==> src/hw/bemfid_pkg.sv <==
//******************************************************************************
// BEMF event input detection - shared constants
//******************************************************************************
// Purpose: Offsets, field positions, reset values and timing for the detector
// Assumes: 32-bit APB, SYS_CLK at 200 MHz, window table based on 4 MHz clock
// Notes:   Register layout is local to this block

package bemfid_pkg;

  //****************************************************************************
  // Clocks and window timing
  //****************************************************************************
  localparam int SYS_CLK_MHZ       = 200;
  localparam int PERIPH_CLK_MHZ    = 4;
  localparam int PERIPH_DIV_CYC    = SYS_CLK_MHZ / PERIPH_CLK_MHZ;
  localparam int WIN_FINE_STEP_US  = 5;
  localparam int WIN_COARSE_BASE_US = 60;
  localparam int WIN_COARSE_STEP_US = 20;

  //****************************************************************************
  // Register offsets (byte addresses)
  //****************************************************************************
  localparam logic [7:0] ADDR_CTRL  = 8'h00;
  localparam logic [7:0] ADDR_CFG   = 8'h04;
  localparam logic [7:0] ADDR_DFILT = 8'h08;
  localparam logic [7:0] ADDR_ZFILT = 8'h0c;
  localparam logic [7:0] ADDR_SWEVT = 8'h10;
  localparam logic [7:0] ADDR_STAT  = 8'h14;

  //****************************************************************************
  // Field positions
  //****************************************************************************
  localparam int CTRL_CKE_BIT    = 0;
  localparam int CTRL_DAC_BIT    = 1;
  localparam int CTRL_SENSOR_BIT = 2;
  localparam int CTRL_VMODE_BIT  = 3;
  localparam int CTRL_HARD_BIT   = 4;
  localparam int CFG_SEL_LSB     = 0;
  localparam int CFG_THR_LSB     = 2;
  localparam int CFG_POL_BIT     = 5;
  localparam int CFG_ZVD_BIT     = 6;
  localparam int CFG_TYPE_LSB    = 7;
  localparam int CFG_RATE_LSB    = 9;
  localparam int CFG_SCF_LSB     = 13;
  localparam int FILT_LIM_LSB    = 4;
  localparam int SWEVT_C_BIT     = 0;
  localparam int SWEVT_D_BIT     = 1;
  localparam int SWEVT_Z_BIT     = 2;

  //****************************************************************************
  // Reset values and codes
  //****************************************************************************
  localparam logic [4:0]  CTRL_RST     = 5'h10;
  localparam logic [14:0] CFG_RST      = 15'h0000;
  localparam logic [7:0]  FILT_RST     = 8'h0f;
  localparam logic [1:0]  TYPE_POS     = 2'h0;
  localparam logic [2:0]  THRESH_EXT   = 3'h7;

  typedef enum logic [2:0] {ST_WAIT_C, ST_D_BLANK, ST_D_COUNT, ST_Z_BLANK, ST_Z_COUNT} bemfid_state_t;

endpackage

==> src/hw/bemfid_top.sv <==
//******************************************************************************
// BEMF event input detection - top
//******************************************************************************
// Purpose: Phase select, threshold select, D/Z event detection with filters
// Assumes: Comparator and phase pins asynchronous; C_EVT, PWM_SAMPLE, SIM_* local
// Notes:   One wait state on every APB access
//
// Implementation choices: register access over APB and the register offsets.
`timescale 1ns/10ps

module bemfid_top import bemfid_pkg::*; #(
  parameter int PERIPH_DIV = PERIPH_DIV_CYC
) (
  input  wire  logic        SYS_CLK,
  input  wire  logic        RST_B,
  input  wire  logic        PSEL,
  input  wire  logic        PENABLE,
  input  wire  logic        PWRITE,
  input  wire  logic [7:0]  PADDR,
  input  wire  logic [31:0] PWDATA,
  output logic [31:0]       PRDATA,
  output logic              PREADY,
  output logic              PSLVERR,
  input  wire  logic        COMP_OUT,
  input  wire  logic        PHASE_A,
  input  wire  logic        PHASE_B,
  input  wire  logic        PHASE_C,
  input  wire  logic        C_EVT,
  input  wire  logic        PWM_SAMPLE,
  input  wire  logic        SIM_D,
  input  wire  logic        SIM_Z,
  output logic              COMP_ON,
  output logic [1:0]        PHASE_SEL,
  output logic [2:0]        THRESH_SEL,
  output logic              EXT_REF_SEL,
  output logic              SPEED_MODE,
  output logic [2:0]        DIGITAL_PHASES,
  output logic              D_EVENT,
  output logic              Z_EVENT
);

  //****************************************************************************
  // State record
  //****************************************************************************
  typedef struct packed {
    logic          pready;
    logic          pslverr;
    logic [31:0]   prdata;
    logic [4:0]    ctrl;
    logic [14:0]   cfg_pre;
    logic [14:0]   cfg;
    logic [7:0]    dfilt;
    logic [7:0]    zfilt;
    logic [3:0]    s1;
    logic [3:0]    s2;
    logic [3:0]    s3;
    logic [3:0]    lvl;
    logic          prev_cmp;
    bemfid_state_t state;
    logic [4:0]    cnt;
    logic [9:0]    win;
    logic [7:0]    div_cnt;
    logic [3:0]    rate_cnt;
    logic [7:0]    scf_cnt;
    logic          d_flag;
    logic          z_flag;
    logic          d_evt;
    logic          z_evt;
    logic          comp_on;
    logic          speed;
    logic          ext_ref;
  } bemfid_regs_t;

  bemfid_regs_t q;
  bemfid_regs_t n;

  logic       access;
  logic       wr_done;
  logic       soft_c;
  logic       soft_d;
  logic       soft_z;
  logic       c_ev;
  logic       sim_d;
  logic       sim_z;
  logic       periph_tick;
  logic       d_tick;
  logic       z_tick;
  logic       cmp;
  logic       d_hit;
  logic       z_hit;
  logic       active;
  logic       sensor;
  logic [4:0] d_lim;
  logic [4:0] z_lim;

  //****************************************************************************
  // Decode helpers
  //****************************************************************************
  // Window length in peripheral clock ticks
  function automatic logic [9:0] win_ticks(input logic [3:0] code);
    int us;
    if (code[3]) begin
      us = WIN_COARSE_BASE_US + int'(code[2:0]) * WIN_COARSE_STEP_US;
    end else begin
      us = (int'(code[2:0]) + 1) * WIN_FINE_STEP_US;
    end
    return 10'(us * PERIPH_CLK_MHZ);
  endfunction

  // Mapped register check
  function automatic logic addr_ok(input logic [7:0] a);
    return (a == ADDR_CTRL) || (a == ADDR_CFG) || (a == ADDR_DFILT) ||
           (a == ADDR_ZFILT) || (a == ADDR_SWEVT) || (a == ADDR_STAT);
  endfunction

  // Sampling clock mask: one sample every 1, 4, 16 or 256 cycles
  function automatic logic [7:0] scf_mask(input logic [1:0] sel);
    case (sel)
      2'h0:    scf_mask = 8'h00;
      2'h1:    scf_mask = 8'h03;
      2'h2:    scf_mask = 8'h0f;
      default: scf_mask = 8'hff;
    endcase
  endfunction

  //****************************************************************************
  // Next state
  //****************************************************************************
  // Bus, timing and detection sequencer
  always_comb begin
    n = q;
    access  = PSEL & PENABLE;
    wr_done = access & q.pready & PWRITE & addr_ok(PADDR);
    soft_c  = wr_done & (PADDR == ADDR_SWEVT) & PWDATA[SWEVT_C_BIT];
    soft_d  = wr_done & (PADDR == ADDR_SWEVT) & PWDATA[SWEVT_D_BIT];
    soft_z  = wr_done & (PADDR == ADDR_SWEVT) & PWDATA[SWEVT_Z_BIT];
    c_ev    = C_EVT | soft_c;
    sim_d   = SIM_D | soft_d;
    sim_z   = SIM_Z | soft_z;
    sensor  = q.ctrl[CTRL_SENSOR_BIT];
    active  = q.comp_on & ~q.speed;
    d_lim   = sensor ? 5'd1 : 5'({1'b0, q.dfilt[FILT_LIM_LSB +: 4]}) + 5'd1;
    z_lim   = 5'({1'b0, q.zfilt[FILT_LIM_LSB +: 4]}) + 5'd1;

    // APB slave, one wait state
    n.pready  = access & ~q.pready;
    n.pslverr = access & ~q.pready & ~addr_ok(PADDR);
    n.prdata  = 32'h0;
    if (access & ~q.pready & ~PWRITE) begin
      case (PADDR)
        ADDR_CTRL:  n.prdata = {27'h0, q.ctrl};
        ADDR_CFG:   n.prdata = {17'h0, q.cfg_pre};
        ADDR_DFILT: n.prdata = {24'h0, q.dfilt};
        ADDR_ZFILT: n.prdata = {24'h0, q.zfilt};
        ADDR_STAT:  n.prdata = {26'h0, q.state == ST_Z_BLANK, q.state == ST_D_BLANK,
                                q.comp_on, q.speed, q.z_flag, q.d_flag};
        default:    n.prdata = 32'h0;
      endcase
    end
    if (wr_done) begin
      case (PADDR)
        ADDR_CTRL:  n.ctrl    = PWDATA[4:0];
        ADDR_CFG:   n.cfg_pre = PWDATA[14:0];
        ADDR_DFILT: n.dfilt   = PWDATA[7:0];
        ADDR_ZFILT: n.zfilt   = PWDATA[7:0];
        ADDR_STAT: begin
          n.d_flag = q.d_flag & ~PWDATA[0];
          n.z_flag = q.z_flag & ~PWDATA[1];
        end
        default: n.ctrl = q.ctrl;
      endcase
    end

    // Preload becomes active at C, or at once in direct access
    if (c_ev | q.ctrl[CTRL_DAC_BIT]) begin
      n.cfg = q.cfg_pre;
    end

    // Pin synchronisers, change accepted when stages two and three agree
    n.s1 = {COMP_OUT, PHASE_C, PHASE_B, PHASE_A};
    n.s2 = q.s1;
    n.s3 = q.s2;
    for (int i = 0; i < 4; i++) begin
      if (q.s2[i] == q.s3[i]) begin
        n.lvl[i] = q.s3[i];
      end
    end
    cmp = q.lvl[3];

    // Peripheral clock tick and sampling strobes
    periph_tick = (q.div_cnt == 8'(PERIPH_DIV - 1));
    n.div_cnt   = periph_tick ? 8'h0 : q.div_cnt + 8'h1;
    n.scf_cnt   = q.scf_cnt + 8'h1;
    d_tick      = (q.scf_cnt & scf_mask(q.cfg[CFG_SCF_LSB +: 2])) == 8'h0;
    if (periph_tick) begin
      n.rate_cnt = (q.rate_cnt == q.cfg[CFG_RATE_LSB +: 4]) ? 4'h0 : q.rate_cnt + 4'h1;
    end
    z_tick = q.ctrl[CTRL_VMODE_BIT] ? PWM_SAMPLE :
             (periph_tick & (q.rate_cnt == q.cfg[CFG_RATE_LSB +: 4]));

    // Edge classification against previous sample
    z_hit = q.cfg[CFG_POL_BIT] ? (cmp & ~q.prev_cmp) : (~cmp & q.prev_cmp);
    d_hit = (q.cfg[CFG_POL_BIT] ~^ q.cfg[CFG_ZVD_BIT]) ? (cmp & ~q.prev_cmp)
                                                       : (~cmp & q.prev_cmp);
    if ((q.state inside {ST_Z_BLANK, ST_Z_COUNT}) ? z_tick : d_tick) begin
      n.prev_cmp = cmp;
    end

    // Detection sequencer
    n.d_evt = 1'b0;
    n.z_evt = 1'b0;
    if (!active) begin
      n.state = ST_WAIT_C;
      n.cnt   = 5'h0;
    end else if (c_ev) begin
      // C restarts the D stage from any state
      n.state = sensor ? ST_D_COUNT : ST_D_BLANK;
      n.win   = win_ticks(q.dfilt[3:0]);
      n.cnt   = 5'h0;
    end else begin
      case (q.state)
        ST_WAIT_C: begin
          n.state = ST_WAIT_C;
        end
        ST_D_BLANK, ST_D_COUNT: begin
          if (sim_d) begin
            n.d_evt = 1'b1;
          end else if (q.state == ST_D_BLANK) begin
            if (periph_tick) begin
              n.win = q.win - 10'h1;
              if (q.win <= 10'h1) begin
                n.state = ST_D_COUNT;
              end
            end
          end else if (d_tick) begin
            n.cnt = d_hit ? q.cnt + 5'h1 : 5'h0;
            n.d_evt = d_hit & (q.cnt + 5'h1 >= d_lim);
          end
          if (n.d_evt) begin
            n.state = sensor ? ST_Z_COUNT : ST_Z_BLANK;
            n.win   = win_ticks(q.zfilt[3:0]);
            n.cnt   = 5'h0;
          end
        end
        ST_Z_BLANK, ST_Z_COUNT: begin
          if (sim_z) begin
            n.z_evt = 1'b1;
          end else if (q.state == ST_Z_BLANK) begin
            if (periph_tick) begin
              n.win = q.win - 10'h1;
              if (q.win <= 10'h1) begin
                n.state = ST_Z_COUNT;
              end
            end
          end else if (z_tick) begin
            n.cnt = z_hit ? q.cnt + 5'h1 : 5'h0;
            n.z_evt = z_hit & (q.cnt + 5'h1 >= z_lim);
          end
          if (n.z_evt) begin
            n.state = q.ctrl[CTRL_HARD_BIT] ? ST_WAIT_C : ST_Z_COUNT;
            n.cnt   = 5'h0;
          end
        end
        default: n.state = ST_WAIT_C;
      endcase
    end

    // Sticky flags, set wins over clear
    n.d_flag = n.d_flag | n.d_evt;
    n.z_flag = n.z_flag | n.z_evt;

    // Mode and analog control outputs
    n.comp_on = n.ctrl[CTRL_CKE_BIT] | n.ctrl[CTRL_DAC_BIT];
    n.speed   = n.cfg[CFG_TYPE_LSB +: 2] != TYPE_POS;
    n.ext_ref = n.cfg[CFG_THR_LSB +: 3] == THRESH_EXT;
  end

  //****************************************************************************
  // State register
  //****************************************************************************
  // Single register for all state
  always_ff @(posedge SYS_CLK or negedge RST_B) begin
    if (!RST_B) begin
      q         <= '0;
      q.ctrl    <= CTRL_RST;
      q.cfg_pre <= CFG_RST;
      q.cfg     <= CFG_RST;
      q.dfilt   <= FILT_RST;
      q.zfilt   <= FILT_RST;
      q.state   <= ST_WAIT_C;
    end else begin
      q <= n;
    end
  end

  // Ports straight from the register
  assign PRDATA         = q.prdata;
  assign PREADY         = q.pready;
  assign PSLVERR        = q.pslverr;
  assign COMP_ON        = q.comp_on;
  assign PHASE_SEL      = q.cfg[CFG_SEL_LSB +: 2];
  assign THRESH_SEL     = q.cfg[CFG_THR_LSB +: 3];
  assign EXT_REF_SEL    = q.ext_ref;
  assign SPEED_MODE     = q.speed;
  assign DIGITAL_PHASES = q.lvl[2:0];
  assign D_EVENT        = q.d_evt;
  assign Z_EVENT        = q.z_evt;
endmodule

==> config.mk <==
export PLATFORM = sky130hd
export DESIGN_NAME = bemfid_top
export DESIGN_NICKNAME = d
export VERILOG_FILES = /design/src/hw/bemfid_pkg.sv /design/src/hw/bemfid_top.sv
export SDC_FILE = /design/constraint.sdc
export NUM_CORES = 1
export LEC_CHECK = 0
export ABC_AREA = 0
export BUFFER_PORTS_ARGS = -buffer_cell sky130_fd_sc_hd__buf_4
export CORE_MARGIN = 2
export CORE_UTILIZATION = 45
export DETAILED_ROUTE_END_ITERATION = 8
export GPL_ROUTABILITY_DRIVEN = 0
export GPL_TIMING_DRIVEN = 0
export PLACE_DENSITY = 0.75
export RECOVER_POWER = 100
export SLEW_MARGIN = 20
export SYNTH_ARGS = -nofsm -noshare
export SYNTH_HDL_FRONTEND = slang
export SYNTH_SLANG_ARGS = --single-unit
==> constraint.sdc <==
create_clock -name SYS_CLK -period 5.3 [get_ports SYS_CLK]
set_input_delay 0.53 -clock SYS_CLK [delete_from_list [all_inputs] [get_ports SYS_CLK]]
set_output_delay 0.53 -clock SYS_CLK [all_outputs]
set_load 0.02 [all_outputs]
==> summary.md, run 1 <==
| Metric | Value |
|---|---|
| Outcome | finished, violations left |
| Failing checks | max-capacitance violations, max-slew violations |
| Routed WL | 15,150 um |
| Class of the tightest hold or removal check | in2reg |
| Worst r2r src | q[110] |
| Register area | 0.003264 mm2 |
| Total CTS buffers | 17 |
| Initial antenna violation count | 0 |
| Post-detail-place hpwl | 10,900 um |
| Share of layout cells above drive strength 1 | 0.2264 |
| Post-CTS setup buffer count | 0 |
| CTS tree | yes |
| Layout Skew | 0.005896 ns |
| Syn Std Cell Area | 0.007131 mm2 |
| TritonCTS Sinks | 130 |
| Sequential cell fraction of total power | 0.422 |
| Hold Vio Cnt, Final | 0 |
| Crit path cell chain | clkbuf_1 -> or4_1 -> nor4_1 -> a21oi_1 -> nor2_1 -> o31ai_1 -> o21ai_0 -> clkbuf_1 -> clkbuf_1 -> a21oi_1 -> a21oi_1 |
| Slew Limit Fails | 46 |
| CP required | 5.64 ns |
| Worst stage delay on the critical path | 0.78 ns |
| Cts-stage hold buffer count | 1 |
| Filler instances | 1,409 |
| Worst Setup End Kind | register |
| Logic pwr share | 0.050 |
| Worst-Margin Slew | 2.571 ns |
| Synth top cells by count | dfrtp_1 (121), mux2_2 (53), nand2_1 (45) |
| Prevailing post-synth register cell | dfrtp_1 |
| Post-synth cell types | 71 |
| Yosys warns | 0 |
| Core area | 0.01571 mm2 |
| Total of max-cap violations | 1 |
| Sw power | 0.0005439 W |
| Clk buf depth | 2 |
| First-pass GRT wire length | 24,980 um |
| Pin count of the biggest net entering global routing | 86 |
| GRT Resource Usage Total | 0.1914 |
| Clk slew on worst S/H paths | 0.06 ns |
| Layout area overhead | 17.65% |
| Post-synth top area share | 0.4246 |
| # rows | 46 |
| Skew-Pair Late Insertion Delay | 0.42 ns |
| P_int | 0.001843 W |
| Clock share of power | 0.528 |
| Critical path class | in2reg |
| Max Fclk | 276.7 MHz |
| Setup violations, final | 0 |
| Vias per std cell | 5.145 |
| Worst reg2reg path depth | 13 |
| Top post-synthesis cells by area | dfrtp_1 (42%), mux2_2 (8.4%), ha_1 (5.8%) |
| Routed Antenna Nets | 0 |
| Initial Util | 0.4538 |
| Critical Path AT | 3.96 ns |
| CTS root buf | clkbuf_16 |
| Yosys reg bits | 130 |
| Tmin final | 3.614 ns |
| Most frequent cell after synthesis | dfrtp_1 |
| Die X | 129.9 um |
| WP depth | 11 |
| Die height | 129.9 um |
| First-pass DRT Iterations | 5 |
| Worst path slowest cell | nor4_1 |
| Critical path launch point type | input port |
| DRC Markers | 0 |
| I/O Pins | 100 |
| Async set or reset register ratio after synthesis | 1.000 |
| Unrepaired setup endpoints after global routing | false |
| Switching Share | 0.2279 |
| FF-to-FF End | q[31] |
| Final setup margin | 1.686 ns |
| CTS H-tree depth | 4 |
| Lkg Pwr | 3.950 nW |
| Pwr Total | 0.002387 W |
| EDFF count, synth | 0 |
| Total congestion overflow | 0 |
| Pre-CTS WS | 1.896 ns |
| Per-cell routed wire length | 15.30 um |
| Critical path origin | PADDR[3] |
| Iteration-0 DRC Markers | 364 |
| Combined area of the multi-input logic cells | 0.003353 mm2 |
| P per Cell Area | 284.5 mW/mm2 |
| Setup_tns | 0 ns |
| Hold path cells | 1 |
| Setup crit end | q[31] |
| Final Cycle Share | 0.6819 |
| Post_cts resized | 0 |
| Syn avg cell area | 10.79 um2 |
| I/O Buffers | 62 |
| Vias in the first global route | 4,957 |
| Area leader, netlist | dfrtp_1 |
| Final #Nets | 848 |
| Crit path buf inv count | 3 |
| Worst IR Drop VDD | 0.1808 mV |
| Relative slew slack | -0.7137 |
| Register area share after synthesis | 0.4578 |
| Synth Instances | 661 |
| Die area | 0.01687 mm2 |
| CP Max Fanout | 10 |
| R2R Setup Slk | 1.70 ns |
| Delay-heaviest family, CP | simple AND/OR/NAND/NOR gates |
| Vias | 5,094 |
sequential cells by signal (all words and copies together) (netlist names):
name / count
COMP_ON: 1
q: 91
EXT_REF_SEL: 1
PRDATA: 15
D_EVENT: 1
cmp: 1
PSLVERR: 1
SPEED_MODE: 1
PHASE_SEL: 2
THRESH_SEL: 3
DIGITAL_PHASES: 3
PREADY: 1
n: 8
Z_EVENT: 1
final cells by class:
type / instances / area share
buffer: 60 / 0.04579
clock buffer: 18 / 0.05116
multi-input combinational: 460 / 0.3997
tap: 216 / 0.03221
clock inverter: 14 / 0.02401
antenna: 1 / 0.0002983
sequential: 130 / 0.3891
inverter: 27 / 0.01208
timing repair buffer: 64 / 0.04564
routing by layer:
layer	vias up	part of all wire	track usage
met5	-	0	0
met4	0	0.020	0.07590
met3	27	0.045	0.04510
met2	129	0.46	0.2950
met1	2461	0.47	0.2625
li1	2477	-	-
cell usage in the layout, fill, tap and decap left out, types with 7 or more instances in the layout:
cell type  instances
and3_1             8
mux2_2            49
inv_1             27
nand2_1           45
a22oi_1            9
a211oi_1           8
xor2_1            15
nand2b_1          11
a21oi_1           29
nor2_1            39
ha_1              33
o21ai_0           23
conb_1            17
nor3_1            12
clkbuf_16         17
and2_1             9
dfstp_2            9
clkbuf_1          51
buf_4             65
xnor2_1           31
nor4_1             7
nand3_1           24
dfrtp_1          121
logic make-up (layout without fill, tap and decap cells):
logic type,Yosys count,after routing,synth area share
AOI/OAI and AO/OA,110,110,0.1098
muxes,57,57,0.08931
buffers and inverters,87,183,0.07212
adders and majority gates,41,41,0.07194
and+or+nand+nor,189,189,0.1420
other,1,18,0.0005259
DFF,130,130,0.4578
xor gates and xnor gates,46,46,0.05650
how the worst min path moves through the flow:
stage                     startpoint  endpoint  slack, ns
final                        PHASE_C     n[56]       0.23
after floorplan                RST_B   COMP_ON       0.23
after global placement         n[55]     n[51]       0.33
after CTS                    PHASE_B     n[55]       0.19
after global routing         PHASE_C     n[56]       0.21
after detailed placement       n[56]     n[52]       0.34
through the flow:
stage	hold WS (ns)	instances	area (um2)	util
after floorplan	0.2344	677	7191	-
after global placement	0.3346	955	7926	0.5045
after detailed placement	0.3373	956	7961	0.5067
after CTS	0.1909	989	8602	0.5475
after global routing	0.2113	989	8387	0.5338
final	0.2298	990	8389	0.5339
power groups by stage:
stage	sequential, W	combinational (W)	clock (W)
floorplan	0.00103	0.0000637	0
global placement	0.00102	0.000121	0
detailed placement	0.00103	0.000125	0
CTS	0.00101	0.000126	0.00128
global route	0.00101	0.000133	0.00133
finish	0.00101	0.000118	0.00126
Note: power is estimated with default switching activity, not from simulation.
==> run 2, diff against run 1 <==
--- a/config.mk
+++ b/config.mk
@@ -12,7 +12,7 @@
 export DETAILED_ROUTE_END_ITERATION = 8
 export GPL_ROUTABILITY_DRIVEN = 0
 export GPL_TIMING_DRIVEN = 0
-export PLACE_DENSITY = 0.75
+export PLACE_DENSITY = 0.78
 export RECOVER_POWER = 100
 export SLEW_MARGIN = 20
 export SYNTH_ARGS = -nofsm -noshare
==> constraint.sdc (replaced) <==
create_clock -name SYS_CLK -period 3.3 [get_ports SYS_CLK]
set_input_delay 0.33 -clock SYS_CLK [delete_from_list [all_inputs] [get_ports SYS_CLK]]
set_output_delay 0.33 -clock SYS_CLK [all_outputs]
set_load 0.02 [all_outputs]
==> summary.md, run 2 (synthesis gave the netlist of run 1 again) <==
| Metric | Value |
|---|---|
| Outcome | finished, violations left |
| Failing checks | max-capacitance violations, max-slew violations |
| Clk buf depth | 2 (unchanged) |
| Die height | 129.9 um (unchanged) |
| Vias in the first global route | 5,049 (+1.9%) |
| First-pass DRT Iterations | 5 (unchanged) |
| Met2 Track Usage GR | 0.3046 (+0.009547) |
| Post-detail-place hpwl | 10,830 um (-0.64%) |
| Layout Skew | 0.006428 ns (+0.0005321 ns) |
| Critical hold path startpoint | PWDATA[10] |
| Largest Register | q |
| Most frequent cells in the layout | dfrtp_1 (121), buf_4 (65), mux2_2 (51), clkbuf_1 (46), nand2_1 (45) |
| Setup_tns | 0 ns (unchanged) |
| Relative slew slack | -0.2369 (+0.4768) |
| GRT Resource Usage Total | 0.1920 (+0.0005236) |
| Worst reg2reg path depth | 12 (-1) |
| Cts-stage hold buffer count | 5 (+4) |
| Pwr Total | 0.003767 W (+58%) |
| FF-to-FF End | q[28] |
| P_int | 0.002943 W (+60%) |
| Clock share of power | 0.519 (-0.009) |
| Max reg flops | 91 (unchanged) |
| Clk slew on worst S/H paths | 0.06 ns (about the same) |
| Per-cell routed wire length | 15.22 um (-0.53%) |
| Total congestion overflow | 0 (unchanged) |
| Final Cycle Share | 0.9317 |
| Critical Path AT | 3.37 ns (-0.59 ns) |
| I/O Pins | 100 (unchanged) |
| Worst-Margin Slew | 1.855 ns (-0.7153 ns) |
| Setup violations, final | 0 (unchanged) |
| Sequential cell fraction of total power | 0.430 (+0.008) |
| Post-CTS setup buffer count | 0 (unchanged) |
| Iteration-0 DRC Markers | 252 (-31%) |
| Tmin final | 3.075 ns |
| ANT cells | 0 (-1) |
| Non-Filler Instances | 992 (+0.20%) |
| Post_cts resized | 0 (unchanged) |
| Max Fclk | 325.2 MHz |
| Worst Setup End Kind | register |
| CTS root buf | clkbuf_16 |
| Unrepaired setup endpoints after global routing | false |
| Share of layout cells above drive strength 1 | 0.2371 (+0.01072) |
| Logic pwr share | 0.051 (about the same) |
| Worst IR Drop VDD | 0.3197 mV (+77%) |
| Placed cells | 956 (unchanged) |
| Vias | 5,145 (+1.0%) |
| Initial antenna violation count | 0 (unchanged) |
| Layout area overhead | 18.42% |
| Die area | 0.01687 mm2 (unchanged) |
| Most common cell after layout, fill and taps aside | dfrtp_1 |
| CTS H-tree depth | 4 (unchanged) |
| Pin count of the biggest net entering global routing | 97 (+13%) |
| Routed Antenna Nets | 0 (unchanged) |
| DRC Markers | 0 (unchanged) |
| I/O Buffers | 62 (unchanged) |
| Switching Share | 0.2188 (-0.009056) |
| Initial Util | 0.4538 (unchanged) |
| P per Cell Area | 446.1 mW/mm2 (+57%) |
| Vias per std cell | 5.186 (+0.80%) |
| Worst r2r src | q[110] |
| Final Util | 0.5374 (+0.003503) |
| GR Layer Usage met1 | 0.2597 (-0.002835) |
| Final #Nets | 852 (+0.47%) |
| Lkg Pwr | 3.983 nW (+0.83%) |
| First-pass GRT wire length | 25,180 um (+0.80%) |
| Core area | 0.01571 mm2 (unchanged) |
| Routed WL | 15,100 um (-0.33%) |
| R2R Setup Slk | 0.26 ns (-1.44 ns) |
| Sw power | 0.0008243 W (+52%) |
| Class of the tightest hold or removal check | in2reg |
| Total of max-cap violations | 1 (unchanged) |
| # rows | 46 (unchanged) |
| Skew-Pair Late Insertion Delay | 0.42 ns (about the same) |
| Hold path cells | 2 (+1) |
| CP Max Fanout | 10 (unchanged) |
| CP required | 3.60 ns (-2.04 ns) |
| Critical path launch point type | input port |
| Slew Limit Fails | 36 (-22%) |
| Total CTS buffers | 17 (unchanged) |
| TritonCTS Sinks | 130 (unchanged) |
| Critical path class | in2reg |
| Met3 usage | 0.04264 (-0.002460) |
| Hold Vio Cnt, Final | 0 (unchanged) |
| Filler instances | 1,426 (+1.2%) |
| CTS tree | yes |
| Hold endpoint | q[103] |
| Top Usage Layer GRT | met2 |
| Die X | 129.9 um (unchanged) |
run 2: changes by cell type in the layout (fill, tap and decap cells not counted), sizes merged:
cell / change
buf: +2
clkbuf: -3
clkinv: +8
clkinvlp: -3
diode: -1
dlygate4sd3: +4
inv: -5
run 2: worst max-delay path by stage:
stage / from / endpoint / slack, ns / cells after the start
4_1_cts: q[110] / q[28] / 0.27 / 12
6_report: PADDR[3] / q[91] / 0.23 / 8
2_1_floorplan: q[110] / q[28] / 0.69 / 13
3_3_place_gp: PADDR[7] / PRDATA[11] / 0.12 / 8
5_1_grt: q[20] / q[44] / 0.06 / 11
3_5_place_dp: PADDR[7] / PRDATA[8] / 0.10 / 8
run 2: cell type report:
cell class / instances / area (um2) / share of cell area
clock buffer: 17 / 425.4 / 0.05038
tap: 216 / 270.3 / 0.03200
timing repair buffer: 68 / 406.6 / 0.04816
clock inverter: 14 / 190.2 / 0.02252
buffer: 60 / 405.4 / 0.04801
sequential: 130 / 3264 / 0.3866
inverter: 27 / 101.3 / 0.01200
multi-input combinational: 460 / 3381 / 0.4004
run 2: metrics by stage:
step	setup WS, ns	hold slack, ns	instance area, um2
after global routing	0.05567	0.1401	8444
after floorplan	0.6882	0.03441	7191
after CTS	0.2695	0.1307	8627
after detailed placement	0.1043	0.2112	7961
after global placement	0.1223	0.3342	7926
final	0.2254	0.1488	8444
run 2: power by group through the flow:
stage	registers, W	clock network [W]	logic [W]
2_1_floorplan	0.00165	0	0.000102
3_3_place_gp	0.00165	0	0.000194
3_5_place_dp	0.00165	0	0.000201
4_1_cts	0.00162	0.00200	0.000207
5_1_grt	0.00162	0.00207	0.000215
6_report	0.00162	0.00196	0.000193
run 2: routing by layer:
metal  part of all wire  up-vias
met2               0.47      141
met4              0.018        0
li1                   -     2492
met1               0.47     2490
met3              0.042       22
met5                  0        -
run 2: worst max-delay path: stages:
cell	delay, ns
clkbuf_1	0.17
or4_1	0.67
nor4_1	0.76
a21o_1	0.22
clkbuf_1	0.35
nor2_1	0.23
clkbuf_2	0.31
mux2_2	0.34
==> run 3, diff against run 2 <==
--- a/config.mk
+++ b/config.mk
@@ -12,8 +12,10 @@
 export DETAILED_ROUTE_END_ITERATION = 8
 export GPL_ROUTABILITY_DRIVEN = 0
 export GPL_TIMING_DRIVEN = 0
+export MAX_ROUTING_LAYER = met4
 export PLACE_DENSITY = 0.78
 export RECOVER_POWER = 100
+export SKIP_CTS_REPAIR_TIMING = 1
 export SLEW_MARGIN = 20
 export SYNTH_ARGS = -nofsm -noshare
 export SYNTH_HDL_FRONTEND = slang
==> summary.md, run 3 (synthesis gave the netlist of run 1 again) <==
| Metric | Value |
|---|---|
| Slew Limit Fails | 36 (unchanged) |
| Vias | 5,169 (+0.47%) |
| Share of layout cells above drive strength 1 | 0.2374 (+0.0003060) |
| P per Cell Area | 446.2 mW/mm2 (about the same) |
| Sequential cell fraction of total power | 0.430 (about the same) |
| FF-to-FF End | q[28] |
| Hold Vio Cnt, Final | 0 (unchanged) |
| Critical path launch point type | input port |
| Iteration-0 DRC Markers | 229 (-9.1%) |
| CTS H-tree depth | 4 (unchanged) |
| R2R Setup Slk | 0.24 ns (-0.02 ns) |
| Critical Path AT | 3.38 ns (about the same) |
| Clk buf depth | 2 (unchanged) |
| Worst Setup End Kind | register |
| Routed Antenna Nets | 0 (unchanged) |
| DRC Markers | 0 (unchanged) |
| Final Util | 0.5368 (-0.0006370) |
| Skew-Pair Late Insertion Delay | 0.42 ns (about the same) |
| Tmin final | 3.079 ns (+0.004113 ns) |
| First-pass GRT wire length | 25,150 um (-0.11%) |
| P_int | 0.002942 W (about the same) |
| CTS root buf | clkbuf_16 |
| Unrepaired setup endpoints after global routing | false |
| Per-cell routed wire length | 15.23 um (about the same) |
| Total congestion overflow | 0 (unchanged) |
| GRT Resource Usage Total | 0.1978 (+0.005823) |
| Lkg Pwr | 3.979 nW (-0.10%) |
| Die height | 129.9 um (unchanged) |
| Total CTS buffers | 17 (unchanged) |
| Critical path origin | PADDR[3] |
| Vias per std cell | 5.216 (+0.57%) |
| Placed cells | 956 (unchanged) |
| Switching Share | 0.2184 (-0.0004345) |
| Final #Nets | 851 (-0.12%) |
| Non-Filler Instances | 991 (-0.10%) |
| Routed WL | 15,090 um (about the same) |
| Critical path class | in2reg |
| CTS tree | yes |
| Vias in the first global route | 5,015 (-0.67%) |
| Filler instances | 1,427 (+0.070%) |
| Worst IR Drop VDD | 0.3193 mV (-0.11%) |
| Sw power | 0.0008219 W (-0.29%) |
| Post-detail-place hpwl | 10,830 um (unchanged) |
| CP Max Fanout | 10 (unchanged) |
| Worst reg2reg path depth | 12 (unchanged) |
| I/O Buffers | 62 (unchanged) |
| Core area | 0.01571 mm2 (unchanged) |
| Setup crit end | q[89] |
| # rows | 46 (unchanged) |
| Initial antenna violation count | 0 (unchanged) |
| TritonCTS Sinks | 130 (unchanged) |
| Layout Skew | 0.006437 ns (+0.000009330 ns) |
| Max Fclk | 324.8 MHz (-0.13%) |
| Die area | 0.01687 mm2 (unchanged) |
| Logic pwr share | 0.051 (about the same) |
| Largest Register | q |
| Pin count of the biggest net entering global routing | 97 (unchanged) |
| Initial Util | 0.4538 (unchanged) |
| Layout area overhead | 18.28% |
| Clk slew on worst S/H paths | 0.06 ns (about the same) |
| First-pass DRT Iterations | 6 (+1) |
| ANT cells | 0 (unchanged) |
| Die X | 129.9 um (unchanged) |
| Setup_tns | 0 ns (unchanged) |
| Most common cell after layout, fill and taps aside | dfrtp_1 |
| I/O Pins | 100 (unchanged) |
| CP required | 3.60 ns (about the same) |
| Failing checks | max-capacitance violations, max-slew violations |
| Worst r2r src | q[110] |
| Relative slew slack | -0.2496 (-0.01277) |
| Class of the tightest hold or removal check | in2reg |
| Combined area of the multi-input logic cells | 0.003381 mm2 (unchanged) |
| Setup violations, final | 0 (unchanged) |
| Hold path cells | 1 (-1) |
| Total of max-cap violations | 1 (unchanged) |
| Max reg flops | 91 (unchanged) |
| Most frequent cells in the layout | dfrtp_1 (121), buf_4 (65), mux2_2 (51), clkbuf_1 (46), nand2_1 (45) |
| Worst-Margin Slew | 1.874 ns (+0.01915 ns) |
| Clock share of power | 0.519 (about the same) |
| Final Cycle Share | 0.9330 (+0.001246) |
| Register area | 0.003264 mm2 (unchanged) |
| Outcome | finished, violations left |
run 3: worst min-delay path by stage:
stage | start | endpoint | slack (ns)
after floorplan | RST_B | COMP_ON | 0.03
after global placement | n[55] | n[51] | 0.33
after detailed placement | RST_B | DIGITAL_PHASES[0] | 0.21
after CTS | RST_B | n[54] | -0.24
after global routing | PHASE_B | n[55] | 0.03
final | PHASE_B | n[55] | 0.04
run 3: final cells by class:
cell class,count,share of cell area
Clock inverter,14,0.02255
Inverter,27,0.01202
Buffer,60,0.04806
Timing Repair Buffer,67,0.04703
Multi-Input combinational cell,460,0.4008
Tap cell,216,0.03204
Clock buffer,17,0.05044
Sequential cell,130,0.3870
run 3: power groups by stage:
stage	sequential, W	clock, W	combinational (W)
6_report	0.00162	0.00195	0.000192
5_1_grt	0.00162	0.00207	0.000214
4_1_cts	0.00162	0.00200	0.000202
3_5_place_dp	0.00165	0	0.000201
3_3_place_gp	0.00165	0	0.000194
2_1_floorplan	0.00165	0	0.000102
run 3: critical path, stage by stage:
cell and delay, ns:
clkbuf_1 0.17, or4_1 0.67, nor4_1 0.77, a21o_1 0.22
clkbuf_1 0.35, nor2_1 0.23, clkbuf_2 0.31, mux2_2 0.33
run 3: layer usage:
| layer | global-route usage | wire (um) | up-vias |
|---|---|---|---|
| met5 | - | 0 | - |
| met4 | 0.07084 | 252 | 0 |
| met3 | 0.04223 | 766 | 18 |
| met2 | 0.3030 | 7067 | 149 |
| met1 | 0.2610 | 7007 | 2507 |
| li1 | - | - | 2495 |
run 3: per-stage QoR:
| stage | power, W | hold WS, ns | setup WS [ns] | instance area (um2) |
|---|---|---|---|---|
| floorplan | 0.001749 | 0.03441 | 0.6882 | 7191 |
| global placement | 0.001840 | 0.3342 | 0.1223 | 7926 |
| detailed placement | 0.001848 | 0.2112 | 0.1043 | 7961 |
| CTS | 0.003818 | -0.2368 | 0.2695 | 8577 |
| global route | 0.003907 | 0.02649 | 0.05567 | 8434 |
| finish | 0.003764 | 0.03934 | 0.2213 | 8434 |
